$ cat src/common/vid_adc_pkg.sv
package vid_adc_pkg;

  // ****************************************************************
  // Register offsets on the command-code port
  // ****************************************************************
  localparam logic [7:0] ADDR_VOLT_BASE = 8'h20; // Five voltage readings 0x20..0x24
  localparam logic [7:0] ADDR_REMOTE_ONE_TEMP = 8'h25;
  localparam logic [7:0] ADDR_LOCAL_TEMPERATURE_READING = 8'h26;
  localparam logic [7:0] ADDR_REMOTE_TWO_TEMP = 8'h27;
  localparam logic [7:0] ADDR_STATUS_TWO = 8'h42;
  localparam logic [7:0] ADDR_VOLTAGE_ID_CODE = 8'h43;
  localparam logic [7:0] ADDR_FAN1_MINIMUM_HIGH_BYTE = 8'h55;
  localparam logic [7:0] ADDR_CONFIGURATION_TWO = 8'h73;
  localparam logic [7:0] ADDR_INT_MASK_TWO = 8'h75;
  localparam logic [7:0] ADDR_EXT_RESOLUTION_TWO = 8'h77;

  // ****************************************************************
  // Field positions
  // ****************************************************************
  localparam int VID_THRESHOLD_BIT = 6;   // Id threshold select in 0x43
  localparam int VID_PIN_SELECT_BIT = 7;  // Pin function select in 0x43
  localparam int CFG_AVG_OFF_BIT = 4;     // Averaging off in 0x73
  localparam int CFG_BYPASS_BIT = 5;      // Attenuator bypass in 0x73
  localparam int CFG_SINGLE_BIT = 6;      // Single-channel mode in 0x73
  localparam int MASK_ID_CHANGE_BIT = 0;  // Id change alert mask in 0x75
  localparam int CHAN_SEL_LSB = 5;        // Channel select 7:5 in 0x55
  localparam int EXT_REMOTE_ONE_LSB = 2;  // Low bits of remote 1 at 3:2

  // ****************************************************************
  // Reset values
  // ****************************************************************
  localparam logic [7:0] RST_VOLT = 8'h00;
  localparam logic [7:0] RST_TEMP = 8'h80;
  localparam logic [7:0] RST_EXT = 8'h00;
  localparam logic [7:0] RST_FAN1_HIGH = 8'hff;
  localparam logic [7:0] RST_CFG_TWO = 8'h00;
  localparam logic [7:0] RST_MASK_TWO = 8'h00;

  // ****************************************************************
  // Timing
  // ****************************************************************
  localparam int CLK_PERIOD_NS = 10;
  localparam int CONV_PERIOD_NS = 711000;    // One conversion slot, 711 us
  localparam int CONV_CYCLES = CONV_PERIOD_NS / CLK_PERIOD_NS;
  localparam int ID_WINDOW_NS = 11000;       // Id change window, 11 us
  localparam int ID_WINDOW_CYCLES = ID_WINDOW_NS / CLK_PERIOD_NS;
  localparam int AVG_SAMPLES = 16;           // Conversions per averaged result
  localparam logic [2:0] CHAN_LAST_VOLT = 3'h4; // 12 V input
  localparam logic [2:0] CHAN_FIRST_TEMP = 3'h5; // Remote 1

  // ****************************************************************
  // Types
  // ****************************************************************
  typedef enum logic {
    SEQ_IDLE = 1'b0,
    SEQ_BUSY = 1'b1
  } seq_state_type;

  typedef struct packed {
    logic [5:0] sync_a;          // First synchroniser stage
    logic [5:0] sync_b;          // Second synchroniser stage
    logic [5:0] id_snap;         // Levels at the start of the window
    logic change_seen;           // A difference was seen this window
    logic change_flag;           // Id code change status
    logic [10:0] win_cnt;        // Window timer
    logic [1:0] id_ctrl;         // {pin_function_select, id_threshold_select}
    logic [7:0] fan1_min_high;
    logic [7:0] cfg_two;
    logic [7:0] mask_two;
    logic [4:0][7:0] volt_value;
    logic [2:0][7:0] temp_value; // Remote 1, local, remote 2
    logic [7:0] ext_res;
    logic freeze;
    logic [2:0] read_seen;
    seq_state_type seq;
    logic [16:0] tick_cnt;
    logic [2:0] chan;
    logic [4:0] avg_cnt;
    logic avg_off_snap;
    logic [14:0] acc;
    logic conv_start;
    logic bypass;
    logic [7:0] rdata;
    logic rvalid;
  } state_type;

endpackage

$ cat src/hw/vid_adc_monitor.sv
`timescale 1ns/10ps
// Summary of operation
// - Id register bits 4:0 show five pins
// - Bit 5 zero in supply mode, else pin
// - Bit 6 drives the id threshold select
// - Bit 7 selects pin function, readable
// - Supply mode: status bit 0 shows limit
// - Id mode: status bit 0 shows id change
// - Flag set on change within 11 us window
// - Id change alerts unless mask bit set
// - Average 16 conversions unless averaging off
// - Config bit 5 drives attenuator bypass
// - Config bit 6 gives single-channel mode
// - Fan-1 high byte 7:5 selects channel
// - Local temperature upper byte at 0x26
// - Ten-bit two's complement, low bits extended
// - Remote temperatures average 16 cycles
// - Extended register packs remote2, local, remote1
// - Reading extended register freezes temperatures
module vid_adc_monitor
  import vid_adc_pkg::*;
#(
  parameter int CONV_TICKS = CONV_CYCLES,
  parameter int ID_TICKS = ID_WINDOW_CYCLES
) (
  input wire logic i_clk_sys,
  input wire logic i_rst,
  input wire logic i_clk_en,
  input wire logic [4:0] i_voltage_id_pins,
  input wire logic i_shared_pin_level,
  input wire logic i_supply12_out_of_limit,
  input wire logic i_reg_wr,
  input wire logic i_reg_rd,
  input wire logic [7:0] i_reg_addr,
  input wire logic [7:0] i_reg_wdata,
  output logic [7:0] o_reg_rdata,
  output logic o_reg_rvalid,
  input wire logic i_conv_done,
  input wire logic [9:0] i_conv_value,
  output logic o_conv_start,
  output logic [2:0] o_conv_channel,
  output logic o_bypass_attenuators,
  output logic o_id_threshold_select,
  output logic o_smbalert_n
);

  // ****************************************************************
  // Helpers
  // ****************************************************************

  // Round robin over voltages then temperatures; the 12 V slot is skipped
  // when its pin is an id input since nothing analog sits there then
  function automatic logic [2:0] next_channel(input logic [2:0] c, input logic id_mode);
    logic [2:0] n;
    n = c + 3'h1;
    if (id_mode && n == CHAN_LAST_VOLT) begin
      n = CHAN_FIRST_TEMP;
    end
    return n;
  endfunction

  // Full six-bit id code as seen by software
  function automatic logic [5:0] id_code(input logic [5:0] lv, input logic id_mode);
    return {lv[5] & id_mode, lv[4:0]};
  endfunction

  // ****************************************************************
  // State
  // ****************************************************************
  state_type st_ff; // All registered state
  state_type nxt_st; // Next value
  logic conv_tick; // One cycle per conversion slot
  logic win_tick; // One cycle per id window
  logic [9:0] avg_result; // Averaged or single conversion result
  logic [4:0] avg_target; // Conversions per update
  logic status_bit0; // Shared status bit
  logic [5:0] id_now; // Current synchronised id code
  logic [1:0] temp_idx; // Temperature slot of the current channel

  assign conv_tick = (st_ff.tick_cnt == 17'(CONV_TICKS - 1));
  assign win_tick = (st_ff.win_cnt == 11'(ID_TICKS - 1));
  assign id_now = id_code(st_ff.sync_b, st_ff.id_ctrl[1]);
  assign avg_target = st_ff.avg_off_snap ? 5'h01 : 5'(AVG_SAMPLES);
  assign temp_idx = 2'(st_ff.chan - CHAN_FIRST_TEMP);
  // Sum of sixteen samples, temperatures sign-extended; bits 13:4 floor the mean for both signs
  assign avg_result = st_ff.avg_off_snap ? st_ff.acc[9:0] : st_ff.acc[13:4];
  // Shared bit follows the pin function
  assign status_bit0 = st_ff.id_ctrl[1] ? st_ff.change_flag : i_supply12_out_of_limit;

  // ****************************************************************
  // Next-state logic
  // ****************************************************************

  // Everything the block does in one cycle, frozen while the enable is low
  always_comb begin
    nxt_st = st_ff;
    nxt_st.conv_start = 1'b0;
    nxt_st.rvalid = 1'b0;
    if (i_clk_en) begin
      // Two flops before anything looks at the pins
      nxt_st.sync_a = {i_shared_pin_level, i_voltage_id_pins};
      nxt_st.sync_b = st_ff.sync_a;

      // Id change window: any difference from the window's snapshot counts
      nxt_st.win_cnt = win_tick ? 11'h000 : st_ff.win_cnt + 11'h001;
      if (id_now != st_ff.id_snap) begin
        nxt_st.change_seen = 1'b1;
      end
      if (win_tick) begin
        // Flag covers the window just ended; it clears itself when quiet
        nxt_st.change_flag = st_ff.id_ctrl[1] & (st_ff.change_seen | (id_now != st_ff.id_snap));
        nxt_st.change_seen = 1'b0;
        nxt_st.id_snap = id_now;
      end

      // Register writes; read-only and unmapped addresses ignore them
      if (i_reg_wr) begin
        unique case (i_reg_addr)
          ADDR_VOLTAGE_ID_CODE: begin
            nxt_st.id_ctrl = {i_reg_wdata[VID_PIN_SELECT_BIT], i_reg_wdata[VID_THRESHOLD_BIT]};
          end
          ADDR_FAN1_MINIMUM_HIGH_BYTE: begin
            nxt_st.fan1_min_high = i_reg_wdata;
          end
          ADDR_CONFIGURATION_TWO: begin
            nxt_st.cfg_two = i_reg_wdata;
          end
          ADDR_INT_MASK_TWO: begin
            nxt_st.mask_two = i_reg_wdata;
          end
          default: begin
          end
        endcase
      end

      // Register reads answer one cycle later from a flop
      if (i_reg_rd) begin
        nxt_st.rvalid = 1'b1;
        unique case (i_reg_addr)
          ADDR_REMOTE_ONE_TEMP: begin
            nxt_st.rdata = st_ff.temp_value[0];
          end
          ADDR_LOCAL_TEMPERATURE_READING: begin
            nxt_st.rdata = st_ff.temp_value[1];
          end
          ADDR_REMOTE_TWO_TEMP: begin
            nxt_st.rdata = st_ff.temp_value[2];
          end
          ADDR_STATUS_TWO: begin
            nxt_st.rdata = {7'h00, status_bit0};
          end
          ADDR_VOLTAGE_ID_CODE: begin
            nxt_st.rdata = {st_ff.id_ctrl, id_code(st_ff.sync_b, st_ff.id_ctrl[1])};
          end
          ADDR_FAN1_MINIMUM_HIGH_BYTE: begin
            nxt_st.rdata = st_ff.fan1_min_high;
          end
          ADDR_CONFIGURATION_TWO: begin
            nxt_st.rdata = st_ff.cfg_two;
          end
          ADDR_INT_MASK_TWO: begin
            nxt_st.rdata = st_ff.mask_two;
          end
          ADDR_EXT_RESOLUTION_TWO: begin
            nxt_st.rdata = st_ff.ext_res;
            // Hold every temperature until each high byte has been read
            nxt_st.freeze = 1'b1;
            nxt_st.read_seen = 3'h0;
          end
          default: begin
            if (i_reg_addr >= ADDR_VOLT_BASE && i_reg_addr < ADDR_REMOTE_ONE_TEMP) begin
              nxt_st.rdata = st_ff.volt_value[3'(i_reg_addr - ADDR_VOLT_BASE)];
            end else begin
              nxt_st.rdata = 8'h00; // Unmapped reads return zero
            end
          end
        endcase
        // Track which high bytes have been read while frozen
        if (st_ff.freeze && i_reg_addr >= ADDR_REMOTE_ONE_TEMP && i_reg_addr <= ADDR_REMOTE_TWO_TEMP) begin
          nxt_st.read_seen[2'(i_reg_addr - ADDR_REMOTE_ONE_TEMP)] = 1'b1;
          if ((st_ff.read_seen | (3'h1 << 2'(i_reg_addr - ADDR_REMOTE_ONE_TEMP))) == 3'h7) begin
            nxt_st.freeze = 1'b0;
          end
        end
      end

      // Conversion slot timer runs free so slots stay evenly spaced
      nxt_st.tick_cnt = conv_tick ? 17'h00000 : st_ff.tick_cnt + 17'h00001;

      // Converter sequencer
      unique case (st_ff.seq)
        SEQ_IDLE: begin
          if (conv_tick) begin
            nxt_st.conv_start = 1'b1;
            nxt_st.seq = SEQ_BUSY;
            // Settings are taken here: bypass for every conversion, averaging and channel only when a new result starts
            nxt_st.bypass = st_ff.cfg_two[CFG_BYPASS_BIT];
            if (st_ff.avg_cnt == 5'h00) begin
              nxt_st.avg_off_snap = st_ff.cfg_two[CFG_AVG_OFF_BIT];
              if (st_ff.cfg_two[CFG_SINGLE_BIT]) begin
                nxt_st.chan = st_ff.fan1_min_high[CHAN_SEL_LSB +: 3];
              end
            end
          end
        end
        SEQ_BUSY: begin
          if (i_conv_done) begin
            nxt_st.seq = SEQ_IDLE;
            // Temperatures are signed, voltages are not
            nxt_st.acc = st_ff.acc + (st_ff.chan >= CHAN_FIRST_TEMP ?
                         {{5{i_conv_value[9]}}, i_conv_value} : {5'h00, i_conv_value});
            nxt_st.avg_cnt = st_ff.avg_cnt + 5'h01;
          end
        end
      endcase

      // Store a finished result; remote and local share the averaging
      if (st_ff.seq == SEQ_IDLE && st_ff.avg_cnt == avg_target) begin
        if (st_ff.chan >= CHAN_FIRST_TEMP) begin
          // A frozen set drops this result; the next one arrives avg_target slots later
          if (!st_ff.freeze) begin
            nxt_st.temp_value[temp_idx] = avg_result[9:2];
            nxt_st.ext_res[EXT_REMOTE_ONE_LSB + 2 * temp_idx +: 2] = avg_result[1:0];
          end
        end else if (st_ff.chan <= CHAN_LAST_VOLT) begin
          nxt_st.volt_value[st_ff.chan] = avg_result[9:2];
        end
        nxt_st.acc = 15'h0000;
        nxt_st.avg_cnt = 5'h00;
        if (!st_ff.cfg_two[CFG_SINGLE_BIT]) begin
          nxt_st.chan = next_channel(st_ff.chan, st_ff.id_ctrl[1]);
        end
      end
    end
  end

  // ****************************************************************
  // Registers
  // ****************************************************************

  // Asynchronous reset to fixed constants only
  always_ff @(posedge i_clk_sys or posedge i_rst) begin
    if (i_rst) begin
      st_ff <= '0;
      st_ff.fan1_min_high <= RST_FAN1_HIGH;
      st_ff.cfg_two <= RST_CFG_TWO;
      st_ff.mask_two <= RST_MASK_TWO;
      st_ff.volt_value <= {5{RST_VOLT}};
      st_ff.temp_value <= {3{RST_TEMP}};
      st_ff.ext_res <= RST_EXT;
      st_ff.seq <= SEQ_IDLE;
    end else begin
      st_ff <= nxt_st;
    end
  end

  // ****************************************************************
  // Outputs
  // ****************************************************************
  assign o_reg_rdata = st_ff.rdata;
  assign o_reg_rvalid = st_ff.rvalid;
  assign o_conv_start = st_ff.conv_start;
  assign o_conv_channel = st_ff.chan;
  assign o_bypass_attenuators = st_ff.bypass;
  assign o_id_threshold_select = st_ff.id_ctrl[0];
  // Open-drain alert, low while an unmasked id change is flagged
  assign o_smbalert_n = ~(st_ff.id_ctrl[1] & st_ff.change_flag & ~st_ff.mask_two[MASK_ID_CHANGE_BIT]);

  // Helper: cycles a seen difference has been pending; a stuck window timer
  // would let a change go unreported for ever, so the age is bounded
  logic [11:0] seen_age_ff; // Pending age of a seen difference

  // Clears one cycle after the window hands the difference to the flag
  always_ff @(posedge i_clk_sys or posedge i_rst) begin
    if (i_rst) begin
      seen_age_ff <= 12'h000;
    end else if (i_clk_en) begin
      seen_age_ff <= st_ff.change_seen ? seen_age_ff + 12'h001 : 12'h000;
    end
  end
endmodule

$ cat config.mk
export PLATFORM = sky130hd
export DESIGN_NAME = vid_adc_monitor
export DESIGN_NICKNAME = d
export VERILOG_FILES = /design/src/common/vid_adc_pkg.sv /design/src/hw/vid_adc_monitor.sv
export SDC_FILE = /design/constraint.sdc
export NUM_CORES = 1
export LEC_CHECK = 0
export BUFFER_PORTS_ARGS = -buffer_cell sky130_fd_sc_hd__buf_2
export CAP_MARGIN = 40
export CORE_UTILIZATION = 65
export CTS_BUF_LIST = sky130_fd_sc_hd__clkbuf_4
export DETAILED_ROUTE_END_ITERATION = 6
export HOLD_SLACK_MARGIN = 0.05
export PLACE_DENSITY = 0.85
export SYNTH_ARGS = -nofsm -noshare
export SYNTH_HDL_FRONTEND = slang
export SYNTH_SLANG_ARGS = --single-unit
$ cat constraint.sdc
create_clock -name i_clk_sys -period 16.3 [get_ports i_clk_sys]
set_input_delay 2.445 -clock i_clk_sys [delete_from_list [all_inputs] [get_ports i_clk_sys]]
set_output_delay 2.445 -clock i_clk_sys [all_outputs]
set_load 0.02 [all_outputs]
Yosys cells after proc, flatten, opt, wreduce, memory -nomap -nowiden
Cells that the tools add are included.
- input bits: 39
- bits in latches: 0
- RAM bits: 0
- output and inout bits: 16
- flip-flop bits (word level): 186
- memories: 0
- memory bits (read-only): 0
- logic and storage cells: 153
- equal/unequal tests: 15
- add/subtract/negate cells: 10
- $lt $le $gt $ge: 13
- bitwise logic cells: 12
- reduce and logical (&&, ||, !) cells: 24
- $mul: 0
- multiplexer cells: 45
- shift-type cells: 3
- div/mod/pow operators: 0
- operator list (cell ; count):
    8-bit case mux with 9 select lines ; 1
    15-bit 2-to-1 mux ; 4
    8-bit by 7-bit equality test with 1-bit output (second input constant) ; 6
    40-bit bitwise mux ; 1
    8-bit 2-to-1 mux ; 5
    4-bit negation with 34-bit output ; 1
    2-bit by 34-bit variable shift with 8-bit output (first input constant) ; 1
    2-bit by 34-bit variable part select with 8-bit output ; 1
    8-bit binary-select mux with 3-bit select ; 1
    24-bit bitwise mux ; 1
    8-bit demux with 3-bit select ; 1
    8-bit by 6-bit equality test with 1-bit output (second input constant) ; 3
    11-bit 2-to-1 mux ; 2
    3-bit 2-to-1 mux ; 6
    3-bit AND reduction ; 6
    17-bit by 1-bit adder with 17-bit output (second input constant) ; 1
    17-bit equality test (second input constant) ; 1
    17-bit 2-to-1 mux ; 1
    8-bit demux with 2-bit select ; 1
    8-bit by 6-bit greater-or-equal comparator with 1-bit output (second input constant) ; 2
    4-bit 2-to-1 mux ; 4
    15-bit adder ; 1
    5-bit 2-to-1 mux ; 3
    4-bit AND reduction ; 3
    34 further kinds ; 65

Logic depth before layout (Yosys ltp)
Gate-level depths: netlist of the first run.
- word-level depth: 7
- gate-level depth with buffers: 11
- gate-level depth less buffers: 11

Worst setup path before layout of the first run
No wires, ideal clock.
- path type: input to register
- start: input i_conv_value[0]
- end: register st_ff[21] (netlist name)
- required time: 16.218 ns
- stages on the path: 8
- path slack: 11.911 ns
- setup time: 0.082 ns
- data arrival time: 4.307 ns
- path through: ha_1 > fa_1 > a21o_1 > a211oi_1 > o21ai_1 > a31o_2 > mux2_1 > a31oi_1
- word-level cells in the longest chain between the ends: 5
- RTL lines (element ; RTL line ; RTL):
    from (decl) ; vid_adc_monitor.sv:39 ; input wire logic [9:0] i_conv_value,
    15-bit 2-to-1 mux ; vid_adc_monitor.sv:210 ; nxt_st.acc = st_ff.acc + (st_ff.chan >= CHAN_FIRST_TEMP ?
    15-bit adder ; vid_adc_monitor.sv:210 ;
    15-bit 2-to-1 mux ; vid_adc_monitor.sv:207 ; if (i_conv_done) begin
    15-bit 2-to-1 mux ; vid_adc_monitor.sv:191 ; unique case (st_ff.seq)
    15-bit 2-to-1 mux ; vid_adc_monitor.sv:218 ; if (st_ff.seq == SEQ_IDLE && st_ff.avg_cnt == avg_target) begin
    to (signal assigned) ; vid_adc_monitor.sv:253 ; st_ff <= nxt_st;
    to (decl) ; vid_adc_monitor.sv:70 ; state_type st_ff;
Every way passes these cells. The select of a mux whose other input is x is not followed.
A chain may end at the register's enable or synchronous reset.

Worst setup path in the final report of the first run
- start: input i_reg_addr[0]
- end: register st_ff[147] (netlist name)
- word-level cells in the longest chain between the ends: 2
- RTL lines (element ; RTL line ; RTL):
    from (decl) ; vid_adc_monitor.sv:34 ; input wire logic [7:0] i_reg_addr,
    8-bit by 7-bit equality test with 1-bit output ; vid_adc_monitor.sv:118 ; unique case (i_reg_addr)
    3-bit AND reduction (no source line) ; -- ;
Every way passes these cells.

==> results of run 1 <==
-- cells by family (layout without fill, tap and decap cells) --
group	Yosys count	after routing
AND/OR/NAND/NOR	322	322
XOR/XNOR	41	41
multiplexers	82	82
AO/OA/AOI/OAI	190	190
flip-flops	183	183
adder cells (fa/ha/maj)	24	24
buffers and inverters	61	104
-- critical path, delay by kind of cell --
family / cells / cell delay (ns)
simple gates: 4 / 1.85
buf+inv: 1 / 0.56
mux: 1 / 0.41
-- state kept, by name (all words and copies together) (netlist names) --
signal                 count
o_conv_channel             3
o_conv_start               1
st_ff                    163
id_now                     5
o_reg_rvalid               1
o_reg_rdata                8
o_bypass_attenuators       1
o_id_threshold_select      1
-- through the flow --
step | util [%] | setup WS (ns) | instances | power (uW) | hold slack, ns
4_1_cts | 72.2 | 11.59 | 1126 | 902 | 0.482
3_3_place_gp | 69.0 | 11.09 | 1088 | 583 | 0.454
3_5_place_dp | 69.4 | 10.94 | 1094 | 587 | 0.457
5_1_grt | 72.2 | 11.41 | 1126 | 933 | 0.488
6_report | 72.2 | 11.55 | 1126 | 898 | 0.482
2_1_floorplan | - | 8.90 | 903 | 562 | 0.445
-- cell usage in the layout, fill, tap and decap left out, types with 8 or more instances in the layout --
| cell type | instances |
|---|---|
| a21oi_1 | 32 |
| a22o_1 | 8 |
| and3_1 | 9 |
| buf_2 | 54 |
| clkbuf_4 | 17 |
| dfrtp_1 | 172 |
| dfstp_2 | 11 |
| ha_1 | 23 |
| inv_1 | 10 |
| mux2_2 | 39 |
| mux2i_1 | 30 |
| nand2_1 | 126 |
| nand3_1 | 28 |
| nand4_1 | 10 |
| nor2_1 | 68 |
| nor3_1 | 11 |
| nor4_1 | 12 |
| o21ai_0 | 44 |
| o21ai_1 | 34 |
| xnor2_1 | 23 |
| xor2_1 | 18 |
-- worst paths after layout --
check,startpoint,cells after the start,endpoint
max,i_reg_addr[0],6,st_ff[147]$_DFFE_PP1P_
min,st_ff[80]$_DFFE_PP1P_,2,st_ff[80]$_DFFE_PP1P_
max reg2reg,o_conv_channel[1]$_DFFE_PP0P_,11,st_ff[24]$_DFFE_PP0P_
min reg2reg,st_ff[80]$_DFFE_PP1P_,2,st_ff[80]$_DFFE_PP1P_
max in group asynchronous,i_rst,4,st_ff[56]$_DFFE_PP0P_
min in group asynchronous,i_rst,2,st_ff[40]$_DFFE_PP0P_
-- power groups by stage --
stage	sequential (uW)	combinational [uW]	clock, uW
2_1_floorplan	501	61.2	0
3_3_place_gp	507	75.9	0
3_5_place_dp	508	79.4	0
4_1_cts	499	80.4	322
5_1_grt	503	90.9	339
6_report	500	79.6	318
-- cell type report --
cell class                 instances  area, sq um  area share (%)
inverter                          11         46.3           0.460
timing repair buffer              61          343            3.41
multi-input combinational        659         4470            44.4
clock buffer                      17          128            1.27
sequential                       183         4590            45.7
clock inverter                    15          256            2.55
tap                              180          225            2.24
-- metal layers --
layer | vias to the layer above | global-route usage [%]
met2 | 224 | 48.4
met1 | 3494 | 41.7
met3 | 50 | 6.55
met4 | 0 | 12.7
li1 | 3333 | -
met5 | - | 0
==> flow_summary_export.csv, run 1 <==
group,metric,value,unit
yosys,syn_inst,903,
floorplanning,die_area,14900,sq um
yosys,synthTopCellsByArea,"dfrtp_1 (46%), nand2_1 (5.1%), mux2_2 (4.7%)",
final_layout,layout.nets,996,
route,antenna_left,0,
yosys,ys_async_sr_fraction,100,%
floorplanning,num_rows,43,
floorplanning,start_util,67.1,%
place,place_area,9680,sq um
final_layout,antenna_cells,0,
sta,fin_setup_tns,0,ns
route,drt_iter0_markers,641,
route,route.met2.wl,9.89,mm
yosys,ys_top_cells_by_count,"dfrtp_1 (172), nand2_1 (126), nor2_1 (68)",
clock_tree,ctsHoldBuffers,0,
setup_path,end_kind,"flop",
yosys,synth-simple-area-share,17.5,%
yosys,synth_fp_nets,966,
yosys,synth_seq_area_share,49.1,%
setup_path,cp-start-kind,"input port",
yosys,avgSynthCellArea,10.4,sq um
clock_tree,h-tree-depth,4,
worst_hold_path,worstHoldPathType,"reg2reg",
floorplanning,fp.coreArea,13900,sq um
power_and_ir_drop,p_leak,0.00453,uW
power_and_ir_drop,power_density,89.2,nW/um^2
power_and_ir_drop,pwr-share-seq,55.7,%
yosys,synth_fa_ha_area_share,3.29,%
power_and_ir_drop,clockPowerShare,35.5,%
clock_tree,clk_latency,0.58,ns
global_routing,grt_antenna_before_repair,0,
setup_path,cpMaxStageDelayCell,"nor2b_1",
clock_tree,clkSlewWorstSetupHoldPaths,0.14,ns
sta,worst_pin_slew,0.850,ns
setup_path,path_class,"in2reg",
final_layout,fillers,997,
route,routed_wl,21.1,mm
clock_tree,cts_buffers,17,
final_layout,layout-drive-gt1-share,17.8,%
status,outcome,"complete, no violations",
clock_tree,cts_root_buf,"clkbuf_4",
setup_path,required,16.82,ns
setup_path,worstPathCellList,"buf_2, nor2b_1, nand2_1, nor4b_4, nand3_2, mux2_1",
yosys,synth.most_common_cell,"dfrtp_1",
power_and_ir_drop,irDropWorstVdd,0.0562,mV
yosys,synth_flop_cell,"dfrtp_1",
flow_run,cap_viol_max_count,0,
route,vias_per_cell,6.31,
floorplanning,fp.dieH,122,um
yosys,synthMuxAreaShare,10.4,%
sta,rsz0062_at_grt,"false",
sta,timing.fmax,0.211,GHz
global_routing,grt_usage,30.8,%
yosys,synth_edf_count,0,
place,port_buffers,54,
route,vias,7101,
yosys,ys_seq_elements,183,
floorplanning,pin_count,55,
sta,setup_violations,0,
global_routing,first_global_vias,6829,
power_and_ir_drop,switching_share,24.6,%
route,first_pass_iters,5,
route,wl_met1,9.28,mm
final_layout,postLayoutCellArea,10100,sq um
power_and_ir_drop,p_sw,221,uW
sta,min_period,4.75,ns
floorplanning,die_w,122,um
route,drcViolationCount,0,
power_and_ir_drop,p_int,677,uW
yosys,synth_top_family_by_area,"simple AND/OR/NAND/NOR gates",
yosys,yosys_warnings,0,
route,wl_met3,1.32,mm
clock_tree,clock_sinks,183,
yosys,synth_area_leader_cell,"dfrtp_1",
sta,hold_viol,0,
sta,skew,0.0154,ns
route,wl_per_cell,18.7,um
clock_tree,cts_tree,"yes",
sta,max_slew_margin,41.7,%
yosys,synth_area,9350,sq um
setup_path,crit_path_max_fanout,29,
yosys,synth_compound_area_share,12.9,%
place,hpwlAfterDp,15.1,mm
yosys,synthDistinctLibCells,76,
sta,slew_viol_final,0,
final_layout,area_growth_syn_to_layout,7.64,%
setup_path,max_stage_delay,0.69,ns
clock_tree,ctsResizeCount,0,
power_and_ir_drop,combPwrFrac,8.9,%
sta,finalCritPeriodShare,29.1,%
yosys,synthXorXnorAreaFrac,3.84,%
clock_tree,post-cts-setup-buffers,0,
route,top_layer,"met4",
clock_tree,clockBufferDepth,2,
place,gp_congestion,1.00,
setup_path,critPathArrivalTime,5.27,ns
setup_path,rrSetupSlack,12.71,ns
global_routing,grt_overflow,0,
global_routing,grt_pass1_wl,34.6,mm
global_routing,grt_max_degree,97,
yosys,yosysTopAreaCellShare,46.1,%
No activity file was read; power rests on OpenSTA's default activity.
==> inputs of run 2 (changes only) <==
ABC_AREA = 1   (was not set)
CORE_UTILIZATION = 64   (was 65)
PLACE_DENSITY = 0.84   (was 0.85)
clock period = 4.7 ns   (was 16.3 ns; I/O delays follow)
==> run 2 against run 1 <==
Sequential share of layout area fell by 2.1 points; clock-buffer cell count rose by 1; worst hold slack got worse by 0.16 ns; sequential power rose to 4.2 times the previous value; via count rose by 21%; non-clock buffer count fell by 5; first-iteration DRC count rose by 23%; final cell count rose by 36%; wire length rose by 9.3%; critical path type is now reg2reg; critical endpoint is now st_ff[23]$_DFFE_PP0P_; highest routed layer is now met5.
==> flow_summary_export.csv, run 2 <==
group,metric,value,unit
yosys,ys_top_cells_by_count,"nand2_1 (426), dfrtp_1 (172), nor2_1 (138)",
final_layout,regMostFlops,"st_ff",
flow_run,cap_viol_max_count,0,
sta,max_slew_margin,33.8,%
clock_tree,ctsHoldBuffers,0,
yosys,synth_area_leader_cell,"dfrtp_1",
route,wl_per_cell,15.0,um
final_layout,final_common_cell,"nand2_1",
sta,hold_viol,0,
floorplanning,fp.coreArea,15100,sq um
global_routing,grt_overflow,0,
yosys,synthXorXnorAreaFrac,2.12,%
power_and_ir_drop,pwr-share-seq,47.4,%
setup_path,max_stage_delay,0.49,ns
power_and_ir_drop,power_density,418,nW/um^2
clock_tree,h-tree-depth,4,
route,vias,8621,
floorplanning,pin_count,55,
yosys,synthMuxAreaShare,0,%
power_and_ir_drop,p_leak,0.00531,uW
setup_path,cpMaxStageDelayCell,"dfrtp_1",
floorplanning,die_w,127,um
yosys,synth.most_common_cell,"nand2_1",
setup_path,required,5.20,ns
yosys,yosys_warnings,0,
global_routing,grt_pass1_wl,38.1,mm
yosys,synth_fa_ha_area_share,3.10,%
setup_path,path_class,"reg2reg",
yosys,synth_fp_nets,1358,
route,routed_wl,23.1,mm
route,drt_iter0_markers,789,
global_routing,grt_antenna_before_repair,2,
sta,setup_ws,1.99,ns
floorplanning,fp.dieH,127,um
clock_tree,cts_root_buf,"clkbuf_4",
global_routing,grt_usage,30.6,%
clock_tree,clk_latency,0.58,ns
yosys,ys_async_sr_fraction,100,%
yosys,synth-simple-area-share,30.4,%
sta,setup_violations,0,
clock_tree,clockBufferDepth,2,
yosys,synth_flop_cell,"dfrtp_1",
yosys,avgSynthCellArea,7.67,sq um
yosys,synth_area,9930,sq um
yosys,syn_inst,1295,
power_and_ir_drop,clockPowerShare,22.0,%
yosys,synth_seq_area_share,46.3,%
yosys,synthDistinctLibCells,44,
route,drcViolationCount,0,
sta,fin_setup_tns,0,ns
floorplanning,die_area,16000,sq um
yosys,yosysTopAreaCellShare,43.3,%
clock_tree,post-cts-setup-buffers,0,
final_layout,layout-drive-gt1-share,10.8,%
final_layout,area_growth_syn_to_layout,6.17,%
power_and_ir_drop,combPwrFrac,30.6,%
sta,skew,0.0147,ns
yosys,synthTopCellsByArea,"dfrtp_1 (43%), nand2_1 (16%), o21ai_0 (5.7%)",
yosys,ys_seq_elements,183,
final_layout,layout_common_cells,"nand2_1 (426), dfrtp_1 (172), nor2_1 (138)",
final_layout,layout.nets,1396,
power_and_ir_drop,switching_share,38.7,%
route,vias_per_cell,5.62,
sta,timing.fmax,0.369,GHz
place,hpwlAfterDp,16.4,mm
worst_hold_path,worstHoldPathType,"in2reg",
floorplanning,start_util,65.6,%
place,port_buffers,54,
clock_tree,ctsResizeCount,0,
setup_path,worstPathCellList,"inv_1, ha_1, inv_1, nand3_4, nand2_1, nor2_1, ha_1, a21oi_1, a21boi_0, nand3_1, nand2_1, nand2_1, o21ai_0",
yosys,synth_top_family_by_area,"simple AND/OR/NAND/NOR gates",
setup_path,crit_path_max_fanout,7,
floorplanning,num_rows,45,
setup_path,cp-start-kind,"flop",
sta,slew_viol_final,0,
place,pre_cts_ws,1.88,ns
status,outcome,"complete, no violations",
setup_path,critPathArrivalTime,3.21,ns
sta,min_period,2.71,ns
clock_tree,clkSlewWorstSetupHoldPaths,0.14,ns
power_and_ir_drop,p_int,2700,uW
route,antenna_left,0,
final_layout,largest_reg_flops,163,
power_and_ir_drop,irDropWorstVdd,0.314,mV
setup_path,crit_top_cell,"nand2_1",
global_routing,first_global_vias,7866,
sta,finalCritPeriodShare,57.7,%
clock_tree,cts_buffers,17,
power_and_ir_drop,p_sw,1710,uW
route,first_pass_iters,5,
setup_path,rrSetupSlack,1.99,ns
clock_tree,clock_sinks,183,
yosys,synth_edf_count,0,
clock_tree,cts_tree,"yes",
sta,worst_pin_slew,0.994,ns
setup_path,end_kind,"flop",
place,gp_congestion,0.938,
yosys,synth_compound_area_share,10.8,%
global_routing,grt_max_degree,184,
sta,rsz0062_at_grt,"false",
[run 2: per-stage QoR]
| step | power (uW) | hold WS [ns] | std cells | instance area [sq um] | utilization, % |
|---|---|---|---|---|---|
| 6_report | 4410 | 0.323 | 1535 | 10500 | 69.6 |
| 5_1_grt | 4680 | 0.295 | 1535 | 10500 | 69.6 |
| 4_1_cts | 4410 | 0.307 | 1534 | 10500 | 69.6 |
| 3_5_place_dp | 3450 | 0.462 | 1502 | 10200 | 67.5 |
| 3_3_place_gp | 3390 | 0.457 | 1502 | 10200 | 67.5 |
| 2_1_floorplan | 3120 | 0.442 | 1295 | 9930 | - |
[run 2: area by class of cell]
class                      instances  area [sq um]
multi-input combinational        946          4610
clock inverter                    14           180
clock buffer                      18           135
fill                            1249          4600
inverter                         129           493
tap                              188           235
timing repair buffer              56           298
antenna                            1          2.50
sequential                       183          4590
[run 2: logic make-up (layout without fill, tap and decap cells)]
logic type                 Yosys count  count (layout)
xor gates and xnor gates            24              24
and+or+nand+nor                    708             708
buffers and inverters              166             217
AOI/OAI and AO/OA                  190             190
adders and majority gates           24              24
DFF                                183             183
other                                0               1
[run 2: worst paths after layout]
path	start	end	cells after the start
worst max-delay path	o_conv_channel[1]$_DFFE_PP0P_	st_ff[23]$_DFFE_PP0P_	13
worst min-delay path	i_voltage_id_pins[0]	st_ff[180]$_DFFE_PP0P_	3
worst max register to register	o_conv_channel[1]$_DFFE_PP0P_	st_ff[23]$_DFFE_PP0P_	13
worst min register to register	o_reg_rdata[6]$_DFFE_PP0P_	o_reg_rdata[6]$_DFFE_PP0P_	2
max in group asynchronous	i_rst	st_ff[16]$_DFFE_PP0P_	3
min in group asynchronous	i_rst	st_ff[20]$_DFFE_PP0P_	3
[run 2: worst max-delay path, delay by kind of cell, from the launching register on]
| kind | cells | cell delay, ns |
|---|---|---|
| AOI/OAI and AO/OA | 3 | 0.50 |
| DFF | 1 | 0.49 |
| and+or+nand+nor | 6 | 0.69 |
| adders and majority gates | 2 | 0.58 |
| buffers and inverters | 2 | 0.36 |
[run 2: metal layers]
layer	up-vias	global-route usage (%)	wire length, um
li1	4237	-	-
met1	4041	40.9	10100
met2	288	47.7	10700
met3	53	7.34	1470
met4	2	13.5	729
met5	-	0	11
[run 2: power by group through the flow]
stage / clock network (uW) / registers [uW] / logic [uW]
2_1_floorplan: 0 / 2030 / 1090
3_3_place_gp: 0 / 2100 / 1290
3_5_place_dp: 0 / 2110 / 1340
4_1_cts: 979 / 2080 / 1350
5_1_grt: 1040 / 2120 / 1520
6_report: 971 / 2090 / 1350
